<file path="src/hdl/ch1_cfg_defines.vh">
// register offsets, field positions, reset values and level constants for channel one setup
`ifndef CH1_CFG_DEFINES_VH
`define CH1_CFG_DEFINES_VH

// register offsets on page 0
`define INPUT_SETUP_ADDR     8'h3c
`define ANALOG_GAIN_ADDR     8'h3d
`define DIGITAL_VOLUME_ADDR  8'h3e
`define GAIN_TRIM_ADDR       8'h3f
`define RANGE_GAIN_MODE_ADDR 8'h6c

// reset values
`define INPUT_SETUP_RST      8'h00
`define ANALOG_GAIN_RST      8'h00
`define DIGITAL_VOLUME_RST   8'hc9
`define GAIN_TRIM_RST        8'h80
`define RANGE_GAIN_MODE_RST  8'h00

// writable bit masks
`define INPUT_SETUP_MASK     8'hfd
`define ANALOG_GAIN_MASK     8'hfc
`define DIGITAL_VOLUME_MASK  8'hff
`define GAIN_TRIM_MASK       8'hf0
`define RANGE_GAIN_MODE_MASK 8'h08

// field positions
`define KIND_BIT             7
`define SRC_HI               6
`define SRC_LO               5
`define COUPLING_BIT         4
`define IMP_HI               3
`define IMP_LO               2
`define RANGE_EN_BIT         0
`define GAIN_HI              7
`define GAIN_LO              2
`define TRIM_HI              7
`define TRIM_LO              4
`define MODE_SELECT_BIT      3

// source codes
`define SRC_ANALOG_DIFF      2'h0
`define SRC_ANALOG_SE        2'h1
`define SRC_PDM              2'h2

// code limits and level arithmetic
`define GAIN_CODE_MAX        6'h2a
`define IMP_CODE_MAX         2'h2
`define VOL_UNITY_CODE       8'hc9
`define TRIM_UNITY_CODE      4'h8
// volume code 1 is -100 dB: half-dB level = code - 201
`define TRIM_PER_TENTH       4'h1

`endif

</file>
<file path="src/hdl/adc_channel_one_config_regs.v">
// register bank for channel one input setup, gain, volume and gain trim
//
// Local design decision: the plain strobed port.
`timescale 1ns/1ns
`include "ch1_cfg_defines.vh"
module adc_channel_one_config_regs (
    input  wire       clk_sys,
    input  wire       rst_n,
    input  wire [7:0] reg_addr,
    input  wire [7:0] reg_wdata,
    input  wire       reg_write,
    input  wire       reg_read,
    output reg  [7:0] reg_rdata,
    output reg        first_channel_input_kind,
    output reg        first_channel_mic_input,
    output reg        path_analog_diff,
    output reg        path_analog_single,
    output reg        path_pdm_mic,
    output reg        path_dc_coupled,
    output reg  [2:0] impedance_select_onehot,
    output reg        dynamic_range_enhancer_on,
    output reg        automatic_gain_controller_on,
    output reg  [5:0] channel_gain_db,
    output reg        channel_muted,
    output reg  [8:0] volume_half_db,
    output reg  [4:0] trim_tenth_db,
    output reg        reserved_code_seen
);
    // stored registers
    reg  [7:0] input_setup_ff;
    reg  [7:0] analog_gain_ff;
    reg  [7:0] digital_volume_ff;
    reg  [7:0] gain_trim_ff;
    reg  [7:0] range_gain_mode_ff;
    reg  [7:0] nxt_rdata;

    // decoded fields
    wire [1:0] first_channel_source_select;
    wire       first_channel_coupling_select;
    wire [1:0] first_channel_impedance_select;
    wire       first_channel_range_gain_enable;
    wire [5:0] first_channel_analog_gain_code;
    wire [7:0] first_channel_volume_code;
    wire [3:0] first_channel_gain_trim_code;
    wire       dec_analog;
    wire       dec_single;
    wire       dec_pdm;
    wire       dec_dc;
    wire [2:0] dec_imp;
    wire [5:0] dec_gain;
    wire       dec_reserved;
    wire       dec_mute;
    wire [8:0] dec_half_db;

    // writes merge only writable bits, so reserved bits stay zero
    function [7:0] masked;
        input [7:0] data;
        input [7:0] mask;
        begin
            masked = data & mask;
        end
    endfunction

    // register writes
    always @(posedge clk_sys or negedge rst_n) begin
        if (!rst_n) begin
            input_setup_ff     <= `INPUT_SETUP_RST;
            analog_gain_ff     <= `ANALOG_GAIN_RST;
            digital_volume_ff  <= `DIGITAL_VOLUME_RST;
            gain_trim_ff       <= `GAIN_TRIM_RST;
            range_gain_mode_ff <= `RANGE_GAIN_MODE_RST;
        end else if (reg_write) begin
            case (reg_addr)
                `INPUT_SETUP_ADDR: begin
                    input_setup_ff <= masked(reg_wdata, `INPUT_SETUP_MASK);
                end
                `ANALOG_GAIN_ADDR: begin
                    analog_gain_ff <= masked(reg_wdata, `ANALOG_GAIN_MASK);
                end
                `DIGITAL_VOLUME_ADDR: begin
                    digital_volume_ff <= masked(reg_wdata, `DIGITAL_VOLUME_MASK);
                end
                `GAIN_TRIM_ADDR: begin
                    gain_trim_ff <= masked(reg_wdata, `GAIN_TRIM_MASK);
                end
                `RANGE_GAIN_MODE_ADDR: begin
                    range_gain_mode_ff <= masked(reg_wdata, `RANGE_GAIN_MODE_MASK);
                end
                default: begin
                    input_setup_ff <= input_setup_ff;
                end
            endcase
        end
    end

    // read mux; unmapped addresses read zero
    always @* begin
        case (reg_addr)
            `INPUT_SETUP_ADDR:     nxt_rdata = input_setup_ff;
            `ANALOG_GAIN_ADDR:     nxt_rdata = analog_gain_ff;
            `DIGITAL_VOLUME_ADDR:  nxt_rdata = digital_volume_ff;
            `GAIN_TRIM_ADDR:       nxt_rdata = gain_trim_ff;
            `RANGE_GAIN_MODE_ADDR: nxt_rdata = range_gain_mode_ff;
            default:               nxt_rdata = 8'h00;
        endcase
    end

    // read data stands only in the cycle after the strobe
    always @(posedge clk_sys or negedge rst_n) begin
        if (!rst_n) begin
            reg_rdata <= 8'h00;
        end else if (reg_read) begin
            reg_rdata <= nxt_rdata;
        end else begin
            reg_rdata <= 8'h00;
        end
    end

    // field extraction
    assign first_channel_source_select     = input_setup_ff[`SRC_HI:`SRC_LO];
    assign first_channel_coupling_select   = input_setup_ff[`COUPLING_BIT];
    assign first_channel_impedance_select  = input_setup_ff[`IMP_HI:`IMP_LO];
    assign first_channel_range_gain_enable = input_setup_ff[`RANGE_EN_BIT];
    assign first_channel_analog_gain_code  = analog_gain_ff[`GAIN_HI:`GAIN_LO];
    assign first_channel_volume_code       = digital_volume_ff;
    assign first_channel_gain_trim_code    = gain_trim_ff[`TRIM_HI:`TRIM_LO];

    // front-end decode
    analog_front_decode u_front (
        .source_code       (first_channel_source_select),
        .coupling_bit      (first_channel_coupling_select),
        .impedance_code    (first_channel_impedance_select),
        .gain_code         (first_channel_analog_gain_code),
        .path_analog       (dec_analog),
        .path_single_ended (dec_single),
        .path_pdm          (dec_pdm),
        .dc_coupled        (dec_dc),
        .impedance_onehot  (dec_imp),
        .gain_db           (dec_gain),
        .code_reserved     (dec_reserved)
    );

    // volume decode
    volume_level_decode u_volume (
        .volume_code    (first_channel_volume_code),
        .volume_mute    (dec_mute),
        .volume_half_db (dec_half_db)
    );

    // registered control outputs toward the signal path
    always @(posedge clk_sys or negedge rst_n) begin
        if (!rst_n) begin
            first_channel_input_kind     <= 1'b0;
            first_channel_mic_input      <= 1'b1;
            path_analog_diff             <= 1'b1;
            path_analog_single           <= 1'b0;
            path_pdm_mic                 <= 1'b0;
            path_dc_coupled              <= 1'b0;
            impedance_select_onehot      <= 3'h1;
            dynamic_range_enhancer_on    <= 1'b0;
            automatic_gain_controller_on <= 1'b0;
            channel_gain_db              <= 6'h00;
            channel_muted                <= 1'b0;
            volume_half_db               <= 9'h000;
            trim_tenth_db                <= 5'h00;
            reserved_code_seen           <= 1'b0;
        end else begin
            first_channel_input_kind     <= input_setup_ff[`KIND_BIT];
            first_channel_mic_input      <= ~input_setup_ff[`KIND_BIT];
            path_analog_diff             <= dec_analog & ~dec_single;
            path_analog_single           <= dec_single;
            path_pdm_mic                 <= dec_pdm;
            path_dc_coupled              <= dec_dc;
            impedance_select_onehot      <= dec_imp;
            // enable picks one of the two by the mode bit
            dynamic_range_enhancer_on    <= first_channel_range_gain_enable &
                                            ~range_gain_mode_ff[`MODE_SELECT_BIT];
            automatic_gain_controller_on <= first_channel_range_gain_enable &
                                            range_gain_mode_ff[`MODE_SELECT_BIT];
            channel_gain_db              <= dec_gain;
            channel_muted                <= dec_mute;
            volume_half_db               <= dec_half_db;
            // trim in signed tenths of a dB, code 8 is zero
            trim_tenth_db                <= {1'b0, first_channel_gain_trim_code} -
                                            {1'b0, `TRIM_UNITY_CODE};
            reserved_code_seen           <= dec_reserved;
        end
    end
endmodule

</file>
<file path="src/hdl/volume_level_decode.v">
// decodes the digital volume code into mute and a signed half-dB level
`timescale 1ns/1ns
`include "ch1_cfg_defines.vh"
module volume_level_decode (
    input  wire [7:0] volume_code,
    output wire       volume_mute,
    output wire [8:0] volume_half_db
);
    // code zero mutes; others step 0.5 dB from -100 dB at code 1
    assign volume_mute    = (volume_code == 8'h00);
    assign volume_half_db = {1'b0, volume_code} - {1'b0, `VOL_UNITY_CODE};
endmodule

</file>
<file path="src/hdl/analog_front_decode.v">
// decodes source, coupling, impedance and gain fields into front-end controls
`timescale 1ns/1ns
`include "ch1_cfg_defines.vh"
module analog_front_decode (
    input  wire [1:0] source_code,
    input  wire       coupling_bit,
    input  wire [1:0] impedance_code,
    input  wire [5:0] gain_code,
    output wire       path_analog,
    output wire       path_single_ended,
    output wire       path_pdm,
    output wire       dc_coupled,
    output wire [2:0] impedance_onehot,
    output wire [5:0] gain_db,
    output wire       code_reserved
);
    // source decode; code 3 selects no path
    assign path_analog       = (source_code == `SRC_ANALOG_DIFF) ||
                               (source_code == `SRC_ANALOG_SE);
    assign path_single_ended = (source_code == `SRC_ANALOG_SE);
    assign path_pdm          = (source_code == `SRC_PDM);
    // coupling only matters on an analog path
    assign dc_coupled        = path_analog & coupling_bit;
    // impedance one-hot: 2.5k, 10k, 20k; reserved code selects none
    assign impedance_onehot  = path_analog ? {impedance_code == 2'h2,
                                              impedance_code == 2'h1,
                                              impedance_code == 2'h0} : 3'h0;
    // gain in whole dB, reserved codes clamp to the top step
    assign gain_db           = (gain_code > `GAIN_CODE_MAX) ? `GAIN_CODE_MAX : gain_code;
    // flags any reserved code written by the host
    assign code_reserved     = (source_code == 2'h3) || (impedance_code == 2'h3) ||
                               (gain_code > `GAIN_CODE_MAX);
endmodule

</file>
<file path="config.mk">
export PLATFORM = sky130hd
export DESIGN_NAME = adc_channel_one_config_regs
export DESIGN_NICKNAME = d
export VERILOG_FILES = /design/src/hdl/adc_channel_one_config_regs.v /design/src/hdl/volume_level_decode.v /design/src/hdl/analog_front_decode.v
export VERILOG_INCLUDE_DIRS = /design/src /design/src/hdl
export SDC_FILE = /design/constraint.sdc
export NUM_CORES = 1
export LEC_CHECK = 0
export BUFFER_PORTS_ARGS = -buffer_cell sky130_fd_sc_hd__buf_2
export CAP_MARGIN = 15
export CORE_ASPECT_RATIO = 1.5
export CORE_MARGIN = 5
export CORE_UTILIZATION = 53
export CTS_CLUSTER_DIAMETER = 150
export DETAILED_ROUTE_END_ITERATION = 7
export GPL_TIMING_DRIVEN = 0
export MAX_ROUTING_LAYER = met4
export PLACE_DENSITY = 0.9
export SETUP_SLACK_MARGIN = 0.1
export SLEW_MARGIN = 20
export SYNTH_ARGS = -nofsm -noshare
export SYNTH_HDL_FRONTEND = slang
export SYNTH_HIERARCHICAL = 1
export SYNTH_SLANG_ARGS = --single-unit
</file>
<file path="constraint.sdc">
create_clock -name clk_sys -period 1.7 [get_ports clk_sys]
set_input_delay 0 -clock clk_sys [delete_from_list [all_inputs] [get_ports clk_sys]]
set_output_delay 0 -clock clk_sys [all_outputs]
set_load 0.05 [all_outputs]
</file>
# Word level (Yosys, flattened, before mapping)
# Index checks and enable logic that the tools add are counted.
# op_classes
addsub,2
n_lt_le_gt_ge,1
n_eq_ne,11
n_mux,4
bitwise_logic,7
n_reduce_logical,11
# op_table
operator,n
one-hot mux 8 bit (5 select lines),1
"== test 8 x 6 -> 1 bit, second input constant",4
AND reduction 2 bit,5
"subtractor 8 x 8 -> 9 bit, second input constant",1
"== test 2 bit, second input constant",4
"== test 8 x 7 -> 1 bit, second input constant",1
logical NOT 8 bit,1
2-to-1 mux 8 bit,1
"greater-than comparator 6 bit, second input constant",1
2-to-1 mux 6 bit,1
"subtractor 4 x 4 -> 5 bit, second input constant",1
AND 1 bit,4
"== test 2 x 1 -> 1 bit, second input constant",2
logical NOT 2 bit,2
logical OR 1 bit,3
2-to-1 mux 3 bit,1
NOT 1 bit,3
# totals
ff_bits,67
in_bits,20
out_inout_bits,41
elab_cells,56

# Logic depth before layout (Yosys ltp)
# Gate-level depths: netlist of run 1.
# logic_depth
ltp_word,3
mapped_depth,5
mapped_depth_nobuf,5

# Hierarchy
# Netlist of run 1, hierarchy kept.
# by_module_without_submodules
mod,instances,cells_per_inst,area_per_inst_um2,seq_area_each_um2
adc_channel_one_config_regs,1,140,2422.3,1661.6
volume_level_decode,1,22,165.2,0.0
analog_front_decode,1,17,108.9,0.0

# Worst setup path before layout of run 1
# OpenSTA, ideal clock, no wires.
# synth_path
kind,register to register
startpoint,reg digital_volume_ff[0]
endpoint,reg volume_half_db[8]
setup_ps,127
t_arrival_ps,1118
required_time_ps,1573
path_slack_ps,455
stages_incl_launch_ff,6
path_buffers,0
synth_period_minus_slack_ps,1245
cell_sequence,dfstp_2 inv_1 ha_1 nand2b_1 a21boi_1 nand3b_1
# synth_via
elab_chain_cells,1
# synth_lines
element,line_no,source
from (decl),adc_channel_one_config_regs.v:32,reg [7:0] digital_volume_ff;
from (signal assigned),adc_channel_one_config_regs.v:69,digital_volume_ff <= `DIGITAL_VOLUME_RST;
from (signal assigned),adc_channel_one_config_regs.v:81,"digital_volume_ff <= masked(reg_wdata, `DIGITAL_VOLUME_MASK);"
subtractor 8 x 8 -> 9 bit,volume_level_decode.v:11,"assign volume_half_db = {1'b0, volume_code} - {1'b0, `VOL_UNITY_CODE};"
via dec_half_db[8],adc_channel_one_config_regs.v:53,wire [8:0] dec_half_db;
to (signal assigned),adc_channel_one_config_regs.v:182,volume_half_db <= dec_half_db;
to (decl),adc_channel_one_config_regs.v:25,"output reg [8:0] volume_half_db,"
# The timed path passes the listed nets, and every way through them passes these cells.
# A chain may end at the register's enable or synchronous reset.

# Worst setup path after layout of run 1
# layout_path
startpoint,in reg_addr[0]
endpoint,reg input_setup_ff[2]
# layout_via
elab_chain_cells,2
# layout_lines
element,line_no,source
from (decl),adc_channel_one_config_regs.v:9,"input wire [7:0] reg_addr,"
== test 8 x 6 -> 1 bit,adc_channel_one_config_regs.v:73,case (reg_addr)
AND reduction 2 bit (no source line),--,
to (signal assigned),adc_channel_one_config_regs.v:67,input_setup_ff <= `INPUT_SETUP_RST;
to (signal assigned),adc_channel_one_config_regs.v:75,"input_setup_ff <= masked(reg_wdata, `INPUT_SETUP_MASK);"
to (signal assigned),adc_channel_one_config_regs.v:90,input_setup_ff <= input_setup_ff;
to (decl),adc_channel_one_config_regs.v:30,reg [7:0] input_setup_ff;
# Every way passes these cells.

==> impl_metrics.py, run 1 <==
metrics = {
    "die": {
        "core_region_area_um2": 4887,
        "ios": 61,
        "dieArea_um2": 6643,
        "num_rows": 31,
        "initial_core_util_pct": 55.17,
        "die_x_um": 68.24,
        "die_h_um": 97.36,
    },
    "finish": {
        "nNetsFinal": 283,
        "fillers": 346,
        "final_core_util_pct": 68.82,
        "insertedDiodeCount": 0,
        "area_delta_synth_final_pct": 24.73,
        "drive_gt1_share_pct": 47.37,
        "finalNonFillerCells": 332,
    },
    "place": {
        "dp.cells": 305,
        "pre_cts_slack_ps": 311.9,
        "gp_congestion": 0.8594,
        "io_buffers": 60,
        "hpwlAfterDp_mm": 3.745,
    },
    "min_path": {
        "min_to": "range_gain_mode_ff[3]",
        "hold_path_depth": 3,
        "hold_start": "reg_write",
        "min-delay-path-class": "primary input to flip-flop",
    },
    "logic_synthesis": {
        "syn_inst": 179,
        "yosysTopAreaCell": "dfrtp_1",
        "yosysWarnings": 6,
        "syn_avg_cell_area_um2": 15.06,
        "async_flop_share_pct": 100.0,
        "syn_nets": 201,
        "ys_types": 51,
        "ys_seq_elements": 66,
        "synth_area_um2": 2696,
        "yosysSeqAreaShare_pct": 61.62,
        "synth_edf_count": 0,
        "synth_top_area_share_pct": 53.83,
        "synth_flop_cell": "dfrtp_1",
        "synth.area.top_cells": "dfrtp_1, dfstp_2, mux2_2",
    },
    "detailed_routing": {
        "post_drt_wl_per_cell_um": 15.53,
        "ant_nets": 0,
        "drcViolationCount": 0,
        "dr.pass1.iters": 4,
        "drt-total-wl_mm": 5.155,
        "vias": 1703,
        "initialDrtViolationCount": 41,
        "viasPerCell": 5.130,
    },
    "timing": {
        "period_share_pct": 87.27,
        "hold_viol_final": 0,
        "slew_violations": 0,
        "skew_ps": 8.586,
        "period_minus_slack_ps": 1484,
        "clock.fmax_mhz": 674.0,
        "rsz0062_at_grt": "no",
        "tns_ps": 0,
        "fin_ws_ps": 216.3,
        "worst_pin_slew_ps": 778.1,
        "relSlewSlack_pct": 48.13,
        "setup_viol": 0,
    },
    "setup_path": {
        "worstPathMaxFanout": 10,
        "r2r_cells": 5,
        "r2r_slack_ps": 290,
        "worstSetupEndpointType": "flip-flop",
        "r2r-start": "digital_volume_ff[0]",
        "crit_path_start": "reg_addr[0]",
        "required_ps": 1920,
        "worstSetupPathType": "primary input to flip-flop",
        "regToRegEndpoint": "volume_half_db[8]",
        "cp_data_arrival_time_ps": 1700,
        "startpoint_type": "primary input",
    },
    "outcome": {
        "status": "completed",
    },
    "power": {
        "switching_share_pct": 28.28,
        "power_density_nw_per_um2": 971.0,
        "p_switching_mw": 0.9234,
        "seqPwrFrac_pct": 52.5,
        "p_comb_share_pct": 14.8,
        "power_leakage_nw": 1.686,
        "clock_power_share_pct": 32.8,
        "ir_drop_uv": 447.7,
        "p_int_mw": 2.342,
    },
    "clock_tree": {
        "clk_latency_ps": 330,
        "cts_tree": "yes",
        "clock-sinks": 66,
        "htreeDepth": 3,
        "cts_root_buf": "clkbuf_8",
        "path_clk_slew_ps": 70,
        "numCtsBuffers": 9,
        "clk_path_buf_depth": 2,
    },
    "grt": {
        "overflow": 0,
        "grt_use_total_pct": 17.30,
        "first_global_vias": 1753,
        "grt_pass1_wl_mm": 8.259,
        "grt_max_degree": 67,
        "antenna_found_initial": 0,
    },
    "run": {
        "max_cap_violations": 0,
    },
}
logic make-up after synthesis:
logic type,count (synthesis),share of synthesized area [%]
flip-flops,66,61.62
adder cells (fa/ha/maj),2,0.9279
AND/OR/NAND/NOR,46,12.99
XOR/XNOR,6,1.949
AO/OA/AOI/OAI,17,4.641
multiplexers,30,15.31
buffers and inverters,12,2.552
layout make-up:
| class | count | area, µm² | area share, % |
|---|---|---|---|
| well taps | 66 | 82.58 | 2.455 |
| clock buffers | 11 | 131.4 | 3.906 |
| inverters | 6 | 22.52 | 0.6696 |
| multi-input cells | 101 | 974.7 | 28.98 |
| clock inverters | 5 | 31.28 | 0.9301 |
| plain buffers | 6 | 46.29 | 1.376 |
| repair buffers | 71 | 412.9 | 12.28 |
| flip-flops and latches | 66 | 1662 | 49.40 |
registers in the layout, indices dropped and copies added (netlist names), 3 cells and up:
name                     flops
volume_half_db               9
digital_volume_ff            8
reg_rdata                    8
input_setup_ff               7
analog_gain_ff               6
channel_gain_db              6
gain_trim_ff                 4
trim_tenth_db                4
impedance_select_onehot      3
power groups by stage:
stage / logic, mW / registers, mW / clock network (mW)
after floorplan: 0.134 / 1.92 / 0
after global placement: 0.454 / 1.74 / 0
after detailed placement: 0.465 / 1.74 / 0
after CTS: 0.485 / 1.71 / 1.10
after global routing: 0.515 / 1.72 / 1.18
final: 0.482 / 1.71 / 1.07
per-layer routing:
metal / GRT usage (%) / vias to the layer above / wire (µm)
met2: 28.38 / 48 / 2851
li1: - / 795 / -
met5: - / - / 0
met4: 8.882 / 0 / 127
met3: 4.282 / 13 / 225
met1: 18.71 / 847 / 1950
cells in the mapped netlist, drive strengths merged (3+ instances only):
| cell type | n |
|---|---|
| xor2 | 5 |
| buf | 5 |
| o21ai | 3 |
| nand2 | 4 |
| dfstp | 8 |
| nor2 | 6 |
| mux4 | 4 |
| and3b | 5 |
| mux2 | 26 |
| dfrtp | 58 |
| inv | 6 |
| nor2b | 11 |
stage by stage:
stage,area (µm²),hold slack [ps],power [mW]
2_1_floorplan,2696,-295.6,2.052
3_3_place_gp,3079,242.1,2.190
3_5_place_dp,3082,128.6,2.205
4_1_cts,3354,51.04,3.302
5_1_grt,3363,67.95,3.416
6_report,3363,72.00,3.266
placed cells by master (no fill, tap or decap), types with 3 or more instances in the layout:
cell           count
buf_2             60
dfrtp_1           58
mux2_2            18
nor2b_1           11
dlygate4sd3_1     11
clkbuf_8           9
mux2_4             8
dfstp_2            8
inv_1              6
and3b_1            5
nor2_1             5
xor2_1             5
mux4_2             4
nand2_1            4
buf_4              3
clkinv_2           3
clkbuf_1           3
repair_timing:
action,4_1_cts,5_1_grt
resized for setup,0,1
hold buffers,11,0
endpoints found under the hold margin,86,0
buffers inserted,0,0
setup endpoints to repair,0,4
worst max-delay path, cell delays in order:
cell,delay (ps)
dlygate4sd3_1,540
buf_2,130
buf_4,170
nor2_2,310
nand4_4,220
mux2_2,320
worst max-delay path by stage:
| stage | depth (start not counted) | slack (ps) | end |
|---|---|---|---|
| floorplan | 5 | 460 | volume_half_db[8] |
| global placement | 5 | 360 | volume_half_db[8] |
| detailed placement | 5 | 310 | volume_half_db[8] |
| CTS | 6 | 160 | input_setup_ff[2] |
| global route | 6 | 170 | input_setup_ff[2] |
| finish | 6 | 220 | input_setup_ff[2] |
Power figures use the tool's default switching activity.
==> run 2: changes to the inputs <==
--- a/config.mk
+++ b/config.mk
@@ -15,7 +15,7 @@
 export DETAILED_ROUTE_END_ITERATION = 7
 export GPL_TIMING_DRIVEN = 0
 export MAX_ROUTING_LAYER = met4
-export PLACE_DENSITY = 0.9
+export PLACE_DENSITY = 0.78
 export SETUP_SLACK_MARGIN = 0.1
 export SLEW_MARGIN = 20
 export SYNTH_ARGS = -nofsm -noshare
==> impl_metrics.py, run 2 (synthesized netlist as in run 1, its figures left out) <==
metrics = {
    "die": {
        "core_region_area_um2": 4887,
        "ios": 61,
        "dieArea_um2": 6643,
        "num_rows": 31,
        "initial_core_util_pct": 55.17,
        "die_h_um": 97.36,
        "die_x_um": 68.24,
    },
    "grt": {
        "grt_pass1_wl_mm": 8.645,
        "overflow": 0,
        "antenna_found_initial": 0,
        "first_global_vias": 1721,
        "grt_use_total_pct": 18.45,
        "grt_max_degree": 67,
    },
    "clock_tree": {
        "clk_latency_ps": 340,
        "path_clk_slew_ps": 70,
        "clk_path_buf_depth": 2,
        "cts_root_buf": "clkbuf_8",
        "clock-sinks": 66,
        "numCtsBuffers": 9,
        "htreeDepth": 3,
        "cts_tree": "yes",
    },
    "run": {
        "max_cap_violations": 0,
    },
    "timing": {
        "timing.hold.ws_ps": 62.67,
        "worst_pin_slew_ps": 773.7,
        "skew_ps": 6.929,
        "setup_viol": 0,
        "clock.fmax_mhz": 687.2,
        "period_share_pct": 85.60,
        "rsz0062_at_grt": "no",
        "relSlewSlack_pct": 48.42,
        "tns_ps": 0,
        "slew_violations": 0,
        "hold_viol_final": 0,
        "period_minus_slack_ps": 1455,
    },
    "setup_path": {
        "worstPathMaxFanout": 10,
        "worstSetupPathType": "primary input to flip-flop",
        "startpoint_type": "primary input",
        "r2r-start": "digital_volume_ff[0]",
        "worstSetupEndpointType": "flip-flop",
        "crit_end": "input_setup_ff[4]",
        "regToRegEndpoint": "volume_half_db[8]",
        "cp_data_arrival_time_ps": 1680,
        "r2r_cells": 5,
        "required_ps": 1930,
        "crit_path_start": "reg_addr[0]",
        "r2r_slack_ps": 290,
    },
    "power": {
        "p_total_mw": 3.675,
        "power_leakage_nw": 1.720,
        "power_density_nw_per_um2": 1072,
        "ir_drop_uv": 751.3,
    },
    "detailed_routing": {
        "maxUsedRoutingLayer": "met4",
        "routed-wl-met2_mm": 2.795,
        "ant_nets": 0,
        "post_drt_wl_per_cell_um": 16.10,
        "drcViolationCount": 0,
        "met3_length_um": 277,
        "vias": 1701,
        "viasPerCell": 5.123,
        "dr.pass1.iters": 4,
        "initialDrtViolationCount": 112,
        "drt-met1-wl_mm": 2.192,
        "drt-total-wl_mm": 5.344,
    },
    "place": {
        "gp_congestion": 0.8854,
        "dp.cells": 305,
        "io_buffers": 60,
        "hpwlAfterDp_mm": 3.703,
    },
    "finish": {
        "layout_common_cells": "buf_2, dfrtp_1, mux2_2",
        "largest_reg_flops": 9,
        "area_delta_synth_final_pct": 27.19,
        "finalNonFillerCells": 332,
        "top_regs": "volume_half_db: 9 flops, digital_volume_ff: 8 flops, reg_rdata: 8 flops",
        "regMostFlops": "volume_half_db",
        "drive_gt1_share_pct": 47.74,
        "final_common_cell": "buf_2",
        "nNetsFinal": 283,
        "insertedDiodeCount": 0,
    },
    "outcome": {
        "status": "completed",
    },
    "min_path": {
        "min-delay-path-class": "primary input to flip-flop",
    },
}
-- run 2: changes by cell type in the layout (fill, tap and decap cells not counted) --
| cell | delta |
|---|---|
| bufinv_16 | +2 |
| clkbuf_1 | -1 |
| clkbuf_8 | +2 |
| clkinv_2 | -2 |
| clkinvlp_4 | -1 |
-- run 2: report_power, final --
| group | switching (mW) | leakage (nW) | total, mW | internal, mW |
|---|---|---|---|---|
| clock network | 0.570 | 0.117 | 1.48 | 0.906 |
| registers | 0.0537 | 0.848 | 1.71 | 1.66 |
| logic | 0.327 | 0.755 | 0.485 | 0.159 |
-- run 2: worst min path at each step --
stage	start	endpoint	slack, ps	depth (start not counted)
floorplan	rst_n	analog_gain_ff[2]	-300	0
global placement	reg_read	reg_rdata[3]	240	3
detailed placement	rst_n	automatic_gain_controller_on	130	1
CTS	reg_write	range_gain_mode_ff[3]	30	3
global route	reg_addr[1]	reg_rdata[1]	70	4
finish	reg_addr[1]	reg_rdata[1]	60	4
-- run 2: cell type report --
class                           instances  area (µm²)
Sequential cell                        66        1662
Fill cell                             355        1458
Multi-Input combinational cell        101       974.7
Timing Repair Buffer                   71       412.9
Clock buffer                           12       155.1
Tap cell                               66       82.58
Clock inverter                          4       73.82
Buffer                                  6       46.29
Inverter                                6       22.52
-- run 2: worst max-delay path, stage by stage --
cell           delay (ps)
dlygate4sd3_1         530
buf_2                 130
buf_4                 170
nor2_2                290
nand4_4               220
mux2_2                320
-- run 2: routing by layer --
| metal | vias to the layer above | global-route usage (%) |
|---|---|---|
| li1 | 799 | - |
| met4 | 0 | 7.351 |
| met2 | 54 | 27.86 |
| met5 | - | - |
| met1 | 839 | 22.44 |
| met3 | 9 | 6.250 |
-- run 2: what timing repair did --
action | 4_1_cts | 5_1_grt
hold buffers | 11 | 0
endpoints found under the hold margin | 86 | 0
buffers inserted | 0 | 0
endpoints found under the setup margin | 0 | 7
resized for setup | 0 | 1
-- run 2: through the flow --
step | setup WS, ps | instance area, µm² | utilization [%]
2_1_floorplan | 455.0 | 2696 | -
3_3_place_gp | 344.8 | 3079 | 63.01
3_5_place_dp | 340.3 | 3082 | 63.06
4_1_cts | 178.5 | 3421 | 69.99
5_1_grt | 165.4 | 3430 | 70.17
6_report | 244.8 | 3430 | 70.17
==> run 3: changes to the inputs <==
--- a/config.mk
+++ b/config.mk
@@ -15,8 +15,8 @@
 export DETAILED_ROUTE_END_ITERATION = 7
 export GPL_TIMING_DRIVEN = 0
 export MAX_ROUTING_LAYER = met4
-export PLACE_DENSITY = 0.78
-export SETUP_SLACK_MARGIN = 0.1
+export PLACE_DENSITY = 0.77
+export SETUP_SLACK_MARGIN = 0.3
 export SLEW_MARGIN = 20
 export SYNTH_ARGS = -nofsm -noshare
 export SYNTH_HDL_FRONTEND = slang
==> impl_metrics.py, run 3 (synthesized netlist as in run 1, its figures left out) <==
metrics = {
    "finish": {
        "nNetsFinal": 283,
        "top_regs": "volume_half_db: 9 flops, digital_volume_ff: 8 flops, reg_rdata: 8 flops",
        "layout_common_cells": "buf_2, dfrtp_1, mux2_2",
        "drive_gt1_share_pct": 48.12,
        "final_common_cell": "buf_2",
        "largest_reg_flops": 9,
        "insertedDiodeCount": 0,
        "regMostFlops": "volume_half_db",
        "area_delta_synth_final_pct": 27.52,
    },
    "min_path": {
        "min_to": "range_gain_mode_ff[3]",
        "min-delay-path-class": "primary input to flip-flop",
        "hold_start": "reg_write",
        "hold_path_depth": 3,
    },
    "timing": {
        "period_minus_slack_ps": 1330,
        "worst_pin_slew_ps": 776.7,
        "relSlewSlack_pct": 48.22,
        "period_share_pct": 78.21,
        "clock.fmax_mhz": 752.1,
        "hold_viol_final": 0,
        "rsz0062_at_grt": "no",
        "setup_viol": 0,
        "tns_ps": 0,
        "skew_ps": 8.373,
        "slew_violations": 0,
    },
    "setup_path": {
        "regToRegEndpoint": "volume_half_db[8]",
        "cp_data_arrival_time_ps": 1540,
        "r2r_slack_ps": 370,
        "path_cells": "inv_2 -> ha_2 -> nand2b_1 -> a21boi_1 -> nand3b_1",
        "path_buf_inv": 1,
        "crit_family": "flip-flops",
        "critPathSlowestCell": "dfstp_2",
        "cp_slowest_stage_delay_ps": 590,
        "startpoint_type": "flip-flop",
        "r2r-start": "digital_volume_ff[0]",
        "r2r_cells": 5,
        "worstSetupPathType": "flip-flop to flip-flop",
        "worstSetupEndpointType": "flip-flop",
        "worstPathMaxFanout": 5,
        "required_ps": 1910,
    },
    "detailed_routing": {
        "initialDrtViolationCount": 84,
        "ant_nets": 0,
        "post_drt_wl_per_cell_um": 15.10,
        "dr.pass1.iters": 4,
        "drcViolationCount": 0,
        "viasPerCell": 5.142,
        "drt-total-wl_mm": 5.013,
        "vias": 1707,
    },
    "run": {
        "max_cap_violations": 0,
    },
    "clock_tree": {
        "clk_path_buf_depth": 2,
        "clk_latency_ps": 330,
        "cts_root_buf": "clkbuf_8",
        "cts_tree": "yes",
        "postCtsSetupRepairBufs": 0,
        "clock-sinks": 66,
        "numCtsBuffers": 9,
        "path_clk_slew_ps": 70,
        "htreeDepth": 3,
    },
    "power": {
        "power_leakage_nw": 1.728,
        "ir_drop_uv": 605.3,
        "p_comb_share_pct": 12.8,
        "power_density_nw_per_um2": 1091,
        "clock_power_share_pct": 41.5,
        "p_int_mw": 2.837,
        "p_switching_mw": 0.9145,
        "seqPwrFrac_pct": 45.7,
        "p_total_mw": 3.752,
        "switching_share_pct": 24.38,
    },
    "die": {
        "die_h_um": 97.36,
        "die_x_um": 68.24,
        "num_rows": 31,
        "core_region_area_um2": 4887,
        "dieArea_um2": 6643,
        "ios": 61,
        "initial_core_util_pct": 55.17,
    },
    "grt": {
        "overflow": 0,
        "first_global_vias": 1775,
        "grt_use_total_pct": 17.72,
        "antenna_found_initial": 0,
        "grt_max_degree": 67,
        "grt_pass1_wl_mm": 8.500,
    },
    "place": {
        "gp_congestion": 0.8680,
        "hpwlAfterDp_mm": 3.532,
        "io_buffers": 60,
    },
    "outcome": {
        "status": "completed",
    },
}
-- run 3: stage by stage --
stage	util (%)	setup WS, ps	area [µm²]	hold WS [ps]	instances
after floorplan	-	455.0	2696	-295.6	179
after global placement	63.01	344.7	3079	237.8	305
after detailed placement	63.06	336.1	3082	128.5	305
after CTS	70.30	307.9	3436	68.01	332
after global routing	70.35	324.6	3438	93.72	332
final	70.35	370.4	3438	76.59	332
-- run 3: worst max path at each step --
stage / start / endpoint / slack [ps] / cells past startpoint
5_1_grt: digital_volume_ff[0] / volume_half_db[8] / 320 / 5
3_5_place_dp: digital_volume_ff[0] / volume_half_db[8] / 340 / 5
6_report: digital_volume_ff[0] / volume_half_db[8] / 370 / 5
3_3_place_gp: digital_volume_ff[0] / volume_half_db[8] / 340 / 5
4_1_cts: digital_volume_ff[0] / volume_half_db[8] / 310 / 5
2_1_floorplan: digital_volume_ff[0] / volume_half_db[8] / 460 / 5
-- run 3: layout make-up --
class / count / area [µm²]
sequential: 66 / 1662
fill: 357 / 1449
multi-input combinational: 101 / 968.4
timing repair buffer: 71 / 412.9
clock buffer: 12 / 145.1
clock inverter: 4 / 98.84
tap: 66 / 82.58
buffer: 6 / 46.29
inverter: 6 / 22.52
-- run 3: metal layers --
layer	GRT usage, %	part of all wire [%]	wire, µm	up-vias
met5	-	0	0	-
met4	6.585	2.0	102	0
met3	5.208	5.0	250	10
met2	27.71	53	2638	49
met1	21.32	40	2021	850
li1	-	-	-	798
-- run 3: power groups by stage --
stage | sequential, mW | combinational [mW] | clock [mW]
after floorplan | 1.92 | 0.134 | 0
after global placement | 1.74 | 0.458 | 0
after detailed placement | 1.74 | 0.463 | 0
after CTS | 1.71 | 0.485 | 1.60
after global routing | 1.72 | 0.515 | 1.67
final | 1.71 | 0.481 | 1.56
-- run 3: worst min-delay path, delay by kind of cell --
kind / cells / cell delay [ps]
and+or+nand+nor: 1 / 80
muxes: 1 / 150
buffers and inverters: 1 / 130
-- run 3: repair_timing --
action                                  CTS  global route
hold buffers                             11             0
endpoints found under the setup margin    0             3
gates resized for setup                   0             2
endpoints found under the hold margin    86             0
